## config.mk

```make
export PLATFORM = sky130hd
export DESIGN_NAME = dc_motor_field_regulator
export DESIGN_NICKNAME = d
export VERILOG_FILES = /design/src/field_reg_pkg.sv /design/src/dc_motor_field_regulator.sv
export SDC_FILE = /design/constraint.sdc
export NUM_CORES = 1
export LEC_CHECK = 0
export ABC_AREA = 1
export ABC_CLOCK_PERIOD_IN_PS = 10800
export CAP_MARGIN = 10
export CORE_MARGIN = 1.5
export CORE_UTILIZATION = 56
export DETAILED_ROUTE_END_ITERATION = 8
export DONT_BUFFER_PORTS = 1
export PLACE_DENSITY = 0.71
export SYNTH_ARGS = -nofsm -noshare
export SYNTH_HDL_FRONTEND = slang
export SYNTH_SLANG_ARGS = --single-unit
```

## constraint.sdc

```tcl
create_clock -name core_clk_i -period 10.8 [get_ports core_clk_i]
set_clock_uncertainty 0.2 [all_clocks]
set_input_delay 0.54 -clock core_clk_i [delete_from_list [all_inputs] [get_ports core_clk_i]]
set_output_delay 0.54 -clock core_clk_i [all_outputs]
set_load 0.01 [all_outputs]
```

## src/field_reg_pkg.sv

```systemverilog
// Purpose: constants for the dc motor field regulator
// Assumes: 100 mhz core clock, avalon-mm register access
// Notes: values are in drive units of 0..1000
`default_nettype none
package field_reg_pkg;
    // ------------------------------------------------------------
    // register word addresses (byte address = 4 * index)
    // ------------------------------------------------------------
    localparam logic [3:0] A_CTRL = 4'h0;
    localparam logic [3:0] A_MAX1 = 4'h1;
    localparam logic [3:0] A_MAX2 = 4'h2;
    localparam logic [3:0] A_MINF = 4'h3;
    localparam logic [3:0] A_EMFSP = 4'h4;
    localparam logic [3:0] A_IRK = 4'h5;
    localparam logic [3:0] A_ECOTO = 4'h6;
    localparam logic [3:0] A_DIRANG = 4'h7;
    localparam logic [3:0] A_DEMAND = 4'h8;
    localparam logic [3:0] A_IFB = 4'h9;
    localparam logic [3:0] A_ANGLE = 4'ha;
    localparam logic [3:0] A_IRCOMP = 4'hb;
    localparam logic [3:0] A_EMF = 4'hc;
    localparam logic [3:0] A_STAT = 4'hd;
    localparam logic [3:0] A_TICKDIV = 4'he;
    // ------------------------------------------------------------
    // control bits
    // ------------------------------------------------------------
    localparam int B_SEL2 = 0;
    localparam int B_ECO_EN = 1;
    localparam int B_DIRECT_I = 2;
    localparam int B_DIRECT_SEL2 = 3;
    localparam int B_DIRECT_ANG = 4;
    localparam int B_IR_DEMAND = 5;
    localparam int CTRL_W = 6;
    // ------------------------------------------------------------
    // ranges and reset values
    // ------------------------------------------------------------
    localparam logic signed [17:0] V_MAX = 18'sh003e8;
    localparam logic signed [17:0] V_MIN = -18'sh003e8;
    localparam logic signed [17:0] ANG_MIN = 18'sh00105;
    localparam int IR_SHIFT = 11;
    localparam logic [10:0] RST_MAX1 = 11'h320;
    localparam logic [10:0] RST_MAX2 = 11'h1f4;
    localparam logic [10:0] RST_MINF = 11'h1f4;
    localparam logic [10:0] RST_EMFSP = 11'h3e8;
    localparam logic [10:0] RST_ANG = 11'h105;
    localparam logic [31:0] RST_ECOTO = 32'h0000_03e8;
    // control tick: time in ns and cycle count at 100 mhz
    localparam int TICK_NS = 100000;
    localparam int CLK_NS = 10;
    localparam logic [15:0] RST_TICKDIV = 16'(TICK_NS / CLK_NS);
    // loop gains as right shifts
    localparam int KV_SHIFT = 3;
    localparam int KI_SHIFT = 4;
endpackage : field_reg_pkg
`default_nettype wire

```

## src/dc_motor_field_regulator.sv

```systemverilog
// Purpose: field regulator, emf loop, field current loop and firing angle
// Assumes: feedback inputs synchronous to core_clk_i
// Notes: all loops update once per control tick
//
// Behaviour
// - two max limits, selector picks active clamp
// - economy timer selects max2 while stopped
// - current error is demand minus feedback
// - firing angle never passes front endstop
// - direct current mode from either maximum
// - diagnostic direct firing angle bypasses loop
// - demand is emf loop output clamped
// - emf below setpoint keeps demand at max
// - emf above setpoint lowers demand
// - back emf is armature volts minus ir
// - demand readable, 0 to 1000
// - field feedback readable, 0 to 1000
// - firing angle readable, 261 to 1000
// - ir compensation signed, limited to 1000
// - ir is selected current times factor/2048
//
// Implementation choices: the placing of the registers and register access over Avalon-MM.
`default_nettype none
module dc_motor_field_regulator (
    input wire logic core_clk_i,
    input wire logic rstn_i,
    input wire logic [3:0] avs_address_i,
    input wire logic avs_read_i,
    input wire logic avs_write_i,
    input wire logic [31:0] avs_writedata_i,
    input wire logic [3:0] avs_byteenable_i,
    output logic [31:0] avs_readdata_o,
    output logic avs_waitrequest_o,
    input wire logic running_i,
    input wire logic sel2_pin_i,
    input wire logic signed [10:0] arm_volt_i,
    input wire logic signed [10:0] arm_ifb_i,
    input wire logic signed [10:0] arm_idem_i,
    input wire logic [10:0] field_ifb_i,
    output logic [10:0] fire_angle_o,
    output logic tick_o
);
    // ------------------------------------------------------------
    // reset synchroniser
    // ------------------------------------------------------------
    logic rst_s1_r, rst_n_r;
    always_ff @(posedge core_clk_i or negedge rstn_i) begin
        if (!rstn_i) begin
            rst_s1_r <= 1'b0;
            rst_n_r <= 1'b0;
        end else begin
            rst_s1_r <= 1'b1;
            rst_n_r <= rst_s1_r;
        end
    end

    function automatic logic signed [17:0] sat(input logic signed [31:0] v,
            input logic signed [17:0] lo, input logic signed [17:0] hi);
        if (v > 32'(hi)) sat = hi;
        else if (v < 32'(lo)) sat = lo;
        else sat = v[17:0];
    endfunction : sat

    // ------------------------------------------------------------
    // register file and bus
    // ------------------------------------------------------------
    logic [field_reg_pkg::CTRL_W-1:0] ctrl_r, ctrl_nxt;
    logic [10:0] max1_r, max1_nxt, max2_r, max2_nxt, minf_r, minf_nxt;
    logic [10:0] emfsp_r, emfsp_nxt, irk_r, irk_nxt, dang_r, dang_nxt;
    logic [31:0] ecoto_r, ecoto_nxt;
    logic [15:0] tdiv_r, tdiv_nxt;
    logic [31:0] rdata_r, rdata_nxt;
    logic wait_r, wait_nxt;
    logic [10:0] dem_r, ifb_r, ang_r;
    logic signed [17:0] ir_r, emf_r;
    logic eco_r;

    // single wait state: request taken on first cycle, answered on second
    always_comb begin
        ctrl_nxt = ctrl_r;
        max1_nxt = max1_r;
        max2_nxt = max2_r;
        minf_nxt = minf_r;
        emfsp_nxt = emfsp_r;
        irk_nxt = irk_r;
        ecoto_nxt = ecoto_r;
        dang_nxt = dang_r;
        tdiv_nxt = tdiv_r;
        rdata_nxt = rdata_r;
        wait_nxt = 1'b1;
        if ((avs_read_i || avs_write_i) && wait_r) begin
            wait_nxt = 1'b0;
            if (avs_write_i && avs_byteenable_i[0]) begin
                unique case (avs_address_i)
                    field_reg_pkg::A_CTRL:
                        ctrl_nxt = avs_writedata_i[field_reg_pkg::CTRL_W-1:0];
                    field_reg_pkg::A_MAX1: max1_nxt = avs_writedata_i[10:0];
                    field_reg_pkg::A_MAX2: max2_nxt = avs_writedata_i[10:0];
                    field_reg_pkg::A_MINF: minf_nxt = avs_writedata_i[10:0];
                    field_reg_pkg::A_EMFSP: emfsp_nxt = avs_writedata_i[10:0];
                    field_reg_pkg::A_IRK: irk_nxt = avs_writedata_i[10:0];
                    field_reg_pkg::A_ECOTO: ecoto_nxt = avs_writedata_i;
                    field_reg_pkg::A_DIRANG: dang_nxt = avs_writedata_i[10:0];
                    field_reg_pkg::A_TICKDIV:
                        tdiv_nxt = avs_writedata_i[15:0];
                    default: ;
                endcase
            end
            rdata_nxt = 32'h0;
            if (avs_read_i) begin
                unique case (avs_address_i)
                    field_reg_pkg::A_CTRL: rdata_nxt = 32'(ctrl_r);
                    field_reg_pkg::A_MAX1: rdata_nxt = 32'(max1_r);
                    field_reg_pkg::A_MAX2: rdata_nxt = 32'(max2_r);
                    field_reg_pkg::A_MINF: rdata_nxt = 32'(minf_r);
                    field_reg_pkg::A_EMFSP: rdata_nxt = 32'(emfsp_r);
                    field_reg_pkg::A_IRK: rdata_nxt = 32'(irk_r);
                    field_reg_pkg::A_ECOTO: rdata_nxt = ecoto_r;
                    field_reg_pkg::A_DIRANG: rdata_nxt = 32'(dang_r);
                    field_reg_pkg::A_DEMAND: rdata_nxt = 32'(dem_r);
                    field_reg_pkg::A_IFB: rdata_nxt = 32'(ifb_r);
                    field_reg_pkg::A_ANGLE: rdata_nxt = 32'(ang_r);
                    field_reg_pkg::A_IRCOMP:
                        rdata_nxt = 32'(signed'(ir_r));
                    field_reg_pkg::A_EMF: rdata_nxt = 32'(signed'(emf_r));
                    field_reg_pkg::A_STAT: rdata_nxt = 32'(eco_r);
                    field_reg_pkg::A_TICKDIV: rdata_nxt = 32'(tdiv_r);
                    default: rdata_nxt = 32'h0;
                endcase
            end
        end
    end

    always_ff @(posedge core_clk_i or negedge rst_n_r) begin
        if (!rst_n_r) begin
            ctrl_r <= '0;
            max1_r <= field_reg_pkg::RST_MAX1;
            max2_r <= field_reg_pkg::RST_MAX2;
            minf_r <= field_reg_pkg::RST_MINF;
            emfsp_r <= field_reg_pkg::RST_EMFSP;
            irk_r <= 11'h000;
            ecoto_r <= field_reg_pkg::RST_ECOTO;
            dang_r <= field_reg_pkg::RST_ANG;
            tdiv_r <= field_reg_pkg::RST_TICKDIV;
            rdata_r <= 32'h0;
            wait_r <= 1'b1;
        end else begin
            ctrl_r <= ctrl_nxt;
            max1_r <= max1_nxt;
            max2_r <= max2_nxt;
            minf_r <= minf_nxt;
            emfsp_r <= emfsp_nxt;
            irk_r <= irk_nxt;
            ecoto_r <= ecoto_nxt;
            dang_r <= dang_nxt;
            tdiv_r <= tdiv_nxt;
            rdata_r <= rdata_nxt;
            wait_r <= wait_nxt;
        end
    end
    assign avs_readdata_o = rdata_r;
    assign avs_waitrequest_o = wait_r;

    // ------------------------------------------------------------
    // control tick and economy timer
    // ------------------------------------------------------------
    logic [15:0] tcnt_r, tcnt_nxt;
    logic tick_r, tick_nxt;
    logic [31:0] eco_cnt_r, eco_cnt_nxt;
    logic eco_nxt;
    always_comb begin
        tick_nxt = (tcnt_r == 16'h0);
        tcnt_nxt = tick_nxt ? tdiv_r - 16'h1 : tcnt_r - 16'h1;
        eco_cnt_nxt = eco_cnt_r;
        eco_nxt = 1'b0;
        // counts ticks while stopped; any run clears economy at once
        if (running_i || !ctrl_r[field_reg_pkg::B_ECO_EN]) begin
            eco_cnt_nxt = 32'h0;
        end else if (eco_cnt_r >= ecoto_r) begin
            eco_nxt = 1'b1;
        end else if (tick_r) begin
            eco_cnt_nxt = eco_cnt_r + 32'h1;
        end
    end
    always_ff @(posedge core_clk_i or negedge rst_n_r) begin
        if (!rst_n_r) begin
            tcnt_r <= 16'h0;
            tick_r <= 1'b0;
            eco_cnt_r <= 32'h0;
            eco_r <= 1'b0;
        end else begin
            tcnt_r <= tcnt_nxt;
            tick_r <= tick_nxt;
            eco_cnt_r <= eco_cnt_nxt;
            eco_r <= eco_nxt;
        end
    end
    assign tick_o = tick_r;

    // ------------------------------------------------------------
    // loops, updated on tick
    // ------------------------------------------------------------
    logic signed [17:0] vint_r, vint_nxt, iint_r, iint_nxt;
    logic signed [17:0] ir_nxt, emf_nxt, vout, verr, ierr, hi, lo;
    logic signed [17:0] dem_nxt, ang_s;
    logic signed [31:0] prod;
    logic [10:0] ang_nxt, ifb_nxt;
    logic sel2;
    always_comb begin
        // pin or software picks the limit; economy forces max2
        sel2 = ctrl_r[field_reg_pkg::B_SEL2] | sel2_pin_i | eco_r;
        hi = sel2 ? 18'(max2_r) : 18'(max1_r);
        lo = 18'(minf_r);
        prod = ctrl_r[field_reg_pkg::B_IR_DEMAND] ?
            32'(arm_idem_i) * 32'(irk_r) : 32'(arm_ifb_i) * 32'(irk_r);
        ir_nxt = sat(prod >>> field_reg_pkg::IR_SHIFT,
            field_reg_pkg::V_MIN, field_reg_pkg::V_MAX);
        emf_nxt = sat(32'(arm_volt_i) - 32'(ir_r),
            field_reg_pkg::V_MIN, field_reg_pkg::V_MAX);
        // integrator holds max while emf below setpoint, pulls down above
        verr = sat(32'(emfsp_r) - 32'(emf_r),
            field_reg_pkg::V_MIN, field_reg_pkg::V_MAX);
        vint_nxt = sat(32'(vint_r) + 32'(verr >>> field_reg_pkg::KV_SHIFT),
            lo, hi);
        vout = sat(32'(vint_nxt) + 32'(verr), lo, hi);
        if (ctrl_r[field_reg_pkg::B_DIRECT_I]) begin
            dem_nxt = ctrl_r[field_reg_pkg::B_DIRECT_SEL2] ?
                18'(max2_r) : 18'(max1_r);
        end else begin
            dem_nxt = vout;
        end
        ifb_nxt = (field_ifb_i > 11'(field_reg_pkg::V_MAX)) ?
            11'(field_reg_pkg::V_MAX) : field_ifb_i;
        ierr = sat(32'(dem_nxt) - 32'(ifb_nxt),
            field_reg_pkg::V_MIN, field_reg_pkg::V_MAX);
        iint_nxt = sat(32'(iint_r) + 32'(ierr >>> field_reg_pkg::KI_SHIFT),
            field_reg_pkg::ANG_MIN, field_reg_pkg::V_MAX);
        if (ctrl_r[field_reg_pkg::B_DIRECT_ANG]) begin
            ang_s = sat(32'(dang_r), field_reg_pkg::ANG_MIN,
                field_reg_pkg::V_MAX);
        end else begin
            ang_s = sat(32'(iint_nxt) + 32'(ierr), field_reg_pkg::ANG_MIN,
                field_reg_pkg::V_MAX);
        end
        ang_nxt = ang_s[10:0];
        if (!tick_r) begin
            ir_nxt = ir_r;
            emf_nxt = emf_r;
            vint_nxt = vint_r;
            iint_nxt = iint_r;
            dem_nxt = 18'(dem_r);
            ifb_nxt = ifb_r;
            ang_nxt = ang_r;
        end
    end
    always_ff @(posedge core_clk_i or negedge rst_n_r) begin
        if (!rst_n_r) begin
            ir_r <= 18'sh0;
            emf_r <= 18'sh0;
            vint_r <= 18'(field_reg_pkg::RST_MAX1);
            iint_r <= field_reg_pkg::ANG_MIN;
            dem_r <= 11'h0;
            ifb_r <= 11'h0;
            ang_r <= field_reg_pkg::RST_ANG;
        end else begin
            ir_r <= ir_nxt;
            emf_r <= emf_nxt;
            vint_r <= vint_nxt;
            iint_r <= iint_nxt;
            dem_r <= dem_nxt[10:0];
            ifb_r <= ifb_nxt;
            ang_r <= ang_nxt;
        end
    end
    assign fire_angle_o = ang_r;
endmodule : dc_motor_field_regulator
`default_nettype wire

```

==> results by group <==
Pwr
  • PwrDens: 289 nW/um^2
  • Combinational power share: 0.746
  • Power Internal: 0.00589 W
  • Leak Pwr: 20.3 nW
  • Reg power frac: 0.137
  • Worst vdd ir: 0.263 mV
  • Clock power frac: 0.116
  • Switching share of total power: 0.468
  • NetSw: 0.00517 W

Worst setup path
  • Crit path max fanout: 7
  • Startpoint Class: register
  • Slowest-stage cell, CP: dfrtp_1
  • Most frequent cell on the critical path: buf_4
  • Setup Crit Path Kind: register to register
  • Worst EP arrival: 15.44 ns
  • Crit. End Element: register
  • Max incr delay on CP: 0.38 ns
  • Worst Path Required: 11.10 ns

Drt
  • Vias: 30900
  • # DRC: 0
  • Vias per Instance: 5.63
  • TritonRoute pass-1 iters: 6
  • Final ANT Viol Nets: 0
  • Wire per inst: 18.7 um
  • Routed wire length: 103 mm
  • Initial DRC Count: 2729

Cells and area
  • Net count, final: 5330
  • Share of layout cells above drive strength 1: 0.200
  • ANT cells: 0
  • Filler instances: 4572
  • Non-filler cells, final: 5492
  • Core Util, Final: 0.697
  • FF/Latch Area: 7670 sq um
  • Multi-input logic area: 21000 sq um
  • Area growth syn-to-layout: 23.3%

Placed design
  • Routability cong.: 0.988
  • I/O Buffers: 0
  • Dpl cells: 5308
  • Post-DP HPWL: 77.8 mm

Floorplanning
  • Die ar.: 56800 sq um
  • Die X: 238 um
  • Core area: 54900 sq um
  • Row cnt: 86
  • Initial Util: 0.565
  • # IOs: 135
  • Vert. Die Dim: 238 um

GRT
  • First-pass GRT wire length: 161 mm
  • Largest net degree at the start of global routing: 182
  • GRT overflow: 0
  • Initial antenna violation count: 2
  • GRT Resource Usage Total: 0.362
  • Number of global-route vias before repair: 30300

Clocking
  • Worst-path clk slew: 0.06 ns
  • Worst skew pair latency: 0.59 ns
  • H-tree levels: 2
  • Maximum clock insertion buffer count: 3
  • CTS Root Cell: clkbuf_16
  • Clk sinks: 304
  • CTS buffer count: 36
  • CTS tree: built

Synth
  • Warnings from Yosys: 0
  • Post-synth top area cell: dfrtp_1
  • Largest family of logic cells by synthesized area: simple AND/OR/NAND/NOR gates
  • Mapped Cells: 4255
  • Number of synthesized flops with an enable pin: 0
  • Asr flop ratio synth: 1.00
  • Post-Syn Area: 31000 sq um
  • Synth top area cells: dfrtp_1 21%, nand2_1 13%, ha_1 13%
  • Sequential cell area fraction in the yosys report: 0.247
  • Post-synthesis xor/xnor area fraction: 0.0319
  • Post-synthesis mux area share: 0
  • Post-synthesis register bit count: 304
  • Post-synth top flop: dfrtp_1
  • Synth top area share: 0.209
  • Simple-gate area share of the yosys netlist: 0.244
  • Syn avg cell area: 7.29 sq um
  • Complex-gate fraction of the synthesized area: 0.134
  • Synth cell types: 69
  • Synth Area in Adders: 0.234

Timing
  • Fin Hold WS: 0.0308 ns
  • Unrepaired setup endpoints after global routing: true
  • Slew Limit Fails: 0
  • Achievable Freq: 66.0 MHz
  • Max_slew headroom: 0.261
  • Setup violators final: 20
  • Worst Tran Pin Value: 1.11 ns
  • Tcrit/Tclk final: 1.40
  • Tmin final: 15.15 ns
  • Final Hold Viols: 0
  • Worst setup margin: -4.35 ns

Run status
  • Violated checks: setup timing
  • Status: finished, violations left

Job
  • Max-cap violations: 0

Worst hold path
  • Hold Crit Class: input port to register
repair_timing:
action,4_1_cts,5_1_grt
buffers inserted,79,20
hold buffers,23,0
pin swaps,41,64
gates cloned,1,0
endpoints found under the setup margin,20,20
gates resized for setup,103,87
endpoints found under the hold margin,28,0
per-layer routing:
| metal | GRT usage | wire length [um] | vias up |
|---|---|---|---|
| met4 | 0.177 | 5620 | 4 |
| met3 | 0.0500 | 7680 | 298 |
| li1 | - | - | 14700 |
| met5 | 0 | 38 | - |
| met1 | 0.472 | 42000 | 14700 |
| met2 | 0.592 | 47600 | 1252 |
cell usage in the layout, fill, tap and decap left out, drive strengths merged, types with 19 or more instances in the layout:
master       Yosys  final
nor3            59     59
fa             165    165
dfstp           45     45
a21o            19     19
o22ai           22     22
nor4            24     24
a221oi          25     25
ha             315    315
nor2           278    278
o21ai          301    301
xor2            79     79
dlygate4sd3      0     23
inv            749    752
dfrtp          259    259
nand3          204    204
xnor2           34     34
a21oi          243    243
buf             21    560
clkbuf         108     50
nand2         1090   1091
nand3b          19     19
nand4           53     53
worst paths after layout:
check,end,cells after the start,slack (ns),start
worst max-delay path,fire_angle_o[1],112,-4.35,emfsp_r[0]
worst min-delay path,ifb_r[7],2,0.03,field_ifb_i[7]
worst max register to register,fire_angle_o[1],112,-4.35,emfsp_r[0]
worst min register to register,rst_n_r,0,0.15,rst_s1_r
max in group asynchronous,emfsp_r[0],1,8.68,rst_n_r
min in group asynchronous,fire_angle_o[1],0,0.24,rst_n_r
final cells by class:
type | instances | share of cell area
clock buffers | 50 | 0.0270
clock inverters | 16 | 0.00563
inverters | 754 | 0.0741
multi-input cells | 3081 | 0.550
flip-flops and latches | 304 | 0.201
well taps | 704 | 0.0230
repair buffers | 583 | 0.120
worst max-delay path, delay by kind of cell (launching register included):
family / cells / cell delay [ns]
buffers and inverters: 35 / 4.06
AOI/OAI and AO/OA: 17 / 2.49
xor gates and xnor gates: 5 / 1.00
adders and majority gates: 10 / 2.55
DFF: 1 / 0.38
and+or+nand+nor: 45 / 4.40
power groups by stage:
| stage | registers [W] | logic [W] | clock network, W |
|---|---|---|---|
| finish | 0.00152 | 0.00826 | 0.00129 |
| CTS | 0.00151 | 0.00769 | 0.00130 |
| detailed placement | 0.00153 | 0.00710 | 0 |
| global placement | 0.00152 | 0.00700 | 0 |
| global route | 0.00153 | 0.00909 | 0.00134 |
| floorplan | 0.00146 | 0.00442 | 0 |
Yosys cell counts (8+ instances only):
library cell	count
nand2_1	1062
inv_1	732
ha_1	315
o21ai_0	285
nor2_1	272
dfrtp_1	259
a21oi_1	239
nand3_1	186
fa_1	165
clkbuf_1	108
xor2_1	79
nor3_1	55
nand4_1	49
dfstp_2	45
xnor2_1	34
a221oi_1	25
nor4_1	24
o22ai_1	22
a21o_1	19
nand2_2	19
nand3b_1	19
nand3_2	18
inv_2	17
o2111ai_1	15
o21bai_1	15
o31ai_1	15
a211oi_1	12
o21ai_1	11
a22o_1	10
a31oi_1	9
and2_1	9
or2_2	9
buf_2	8
nand2_4	8
registers in the layout, summed over array words and instances (netlist names), 6 cells and up:
name	count
iint_r	18
max1_r	11
eco_cnt_r	32
vint_r	18
dang_r	11
ecoto_r	32
minf_r	11
emfsp_r	11
dem_r	11
max2_r	11
tdiv_r	16
ctrl_r	6
emf_r	18
ifb_r	11
ir_r	12
fire_angle_o	11
avs_readdata_o	32
tcnt_r	16
irk_r	11
cell families after synthesis:
logic type      after synthesis
compound gates              718
xor+xnor                    113
fa+ha+maj                   480
buf+inv                     883
flops                       304
other cells                   2
simple gates               1755
through the flow:
| step | setup WS (ns) | instance area, sq um | TNS, ns | power (W) |
|---|---|---|---|---|
| after global routing | -5.26 | 38200 | -83.40 | 0.0120 |
| final | -4.35 | 38200 | -66.85 | 0.0111 |
| after global placement | -3.73 | 35200 | -54.35 | 0.00852 |
| after CTS | -3.57 | 37700 | -52.65 | 0.0105 |
| after detailed placement | -4.14 | 35200 | -61.34 | 0.00863 |
| after floorplan | -2.91 | 31400 | -39.02 | 0.00587 |
(Power assumes the default switching activity.)
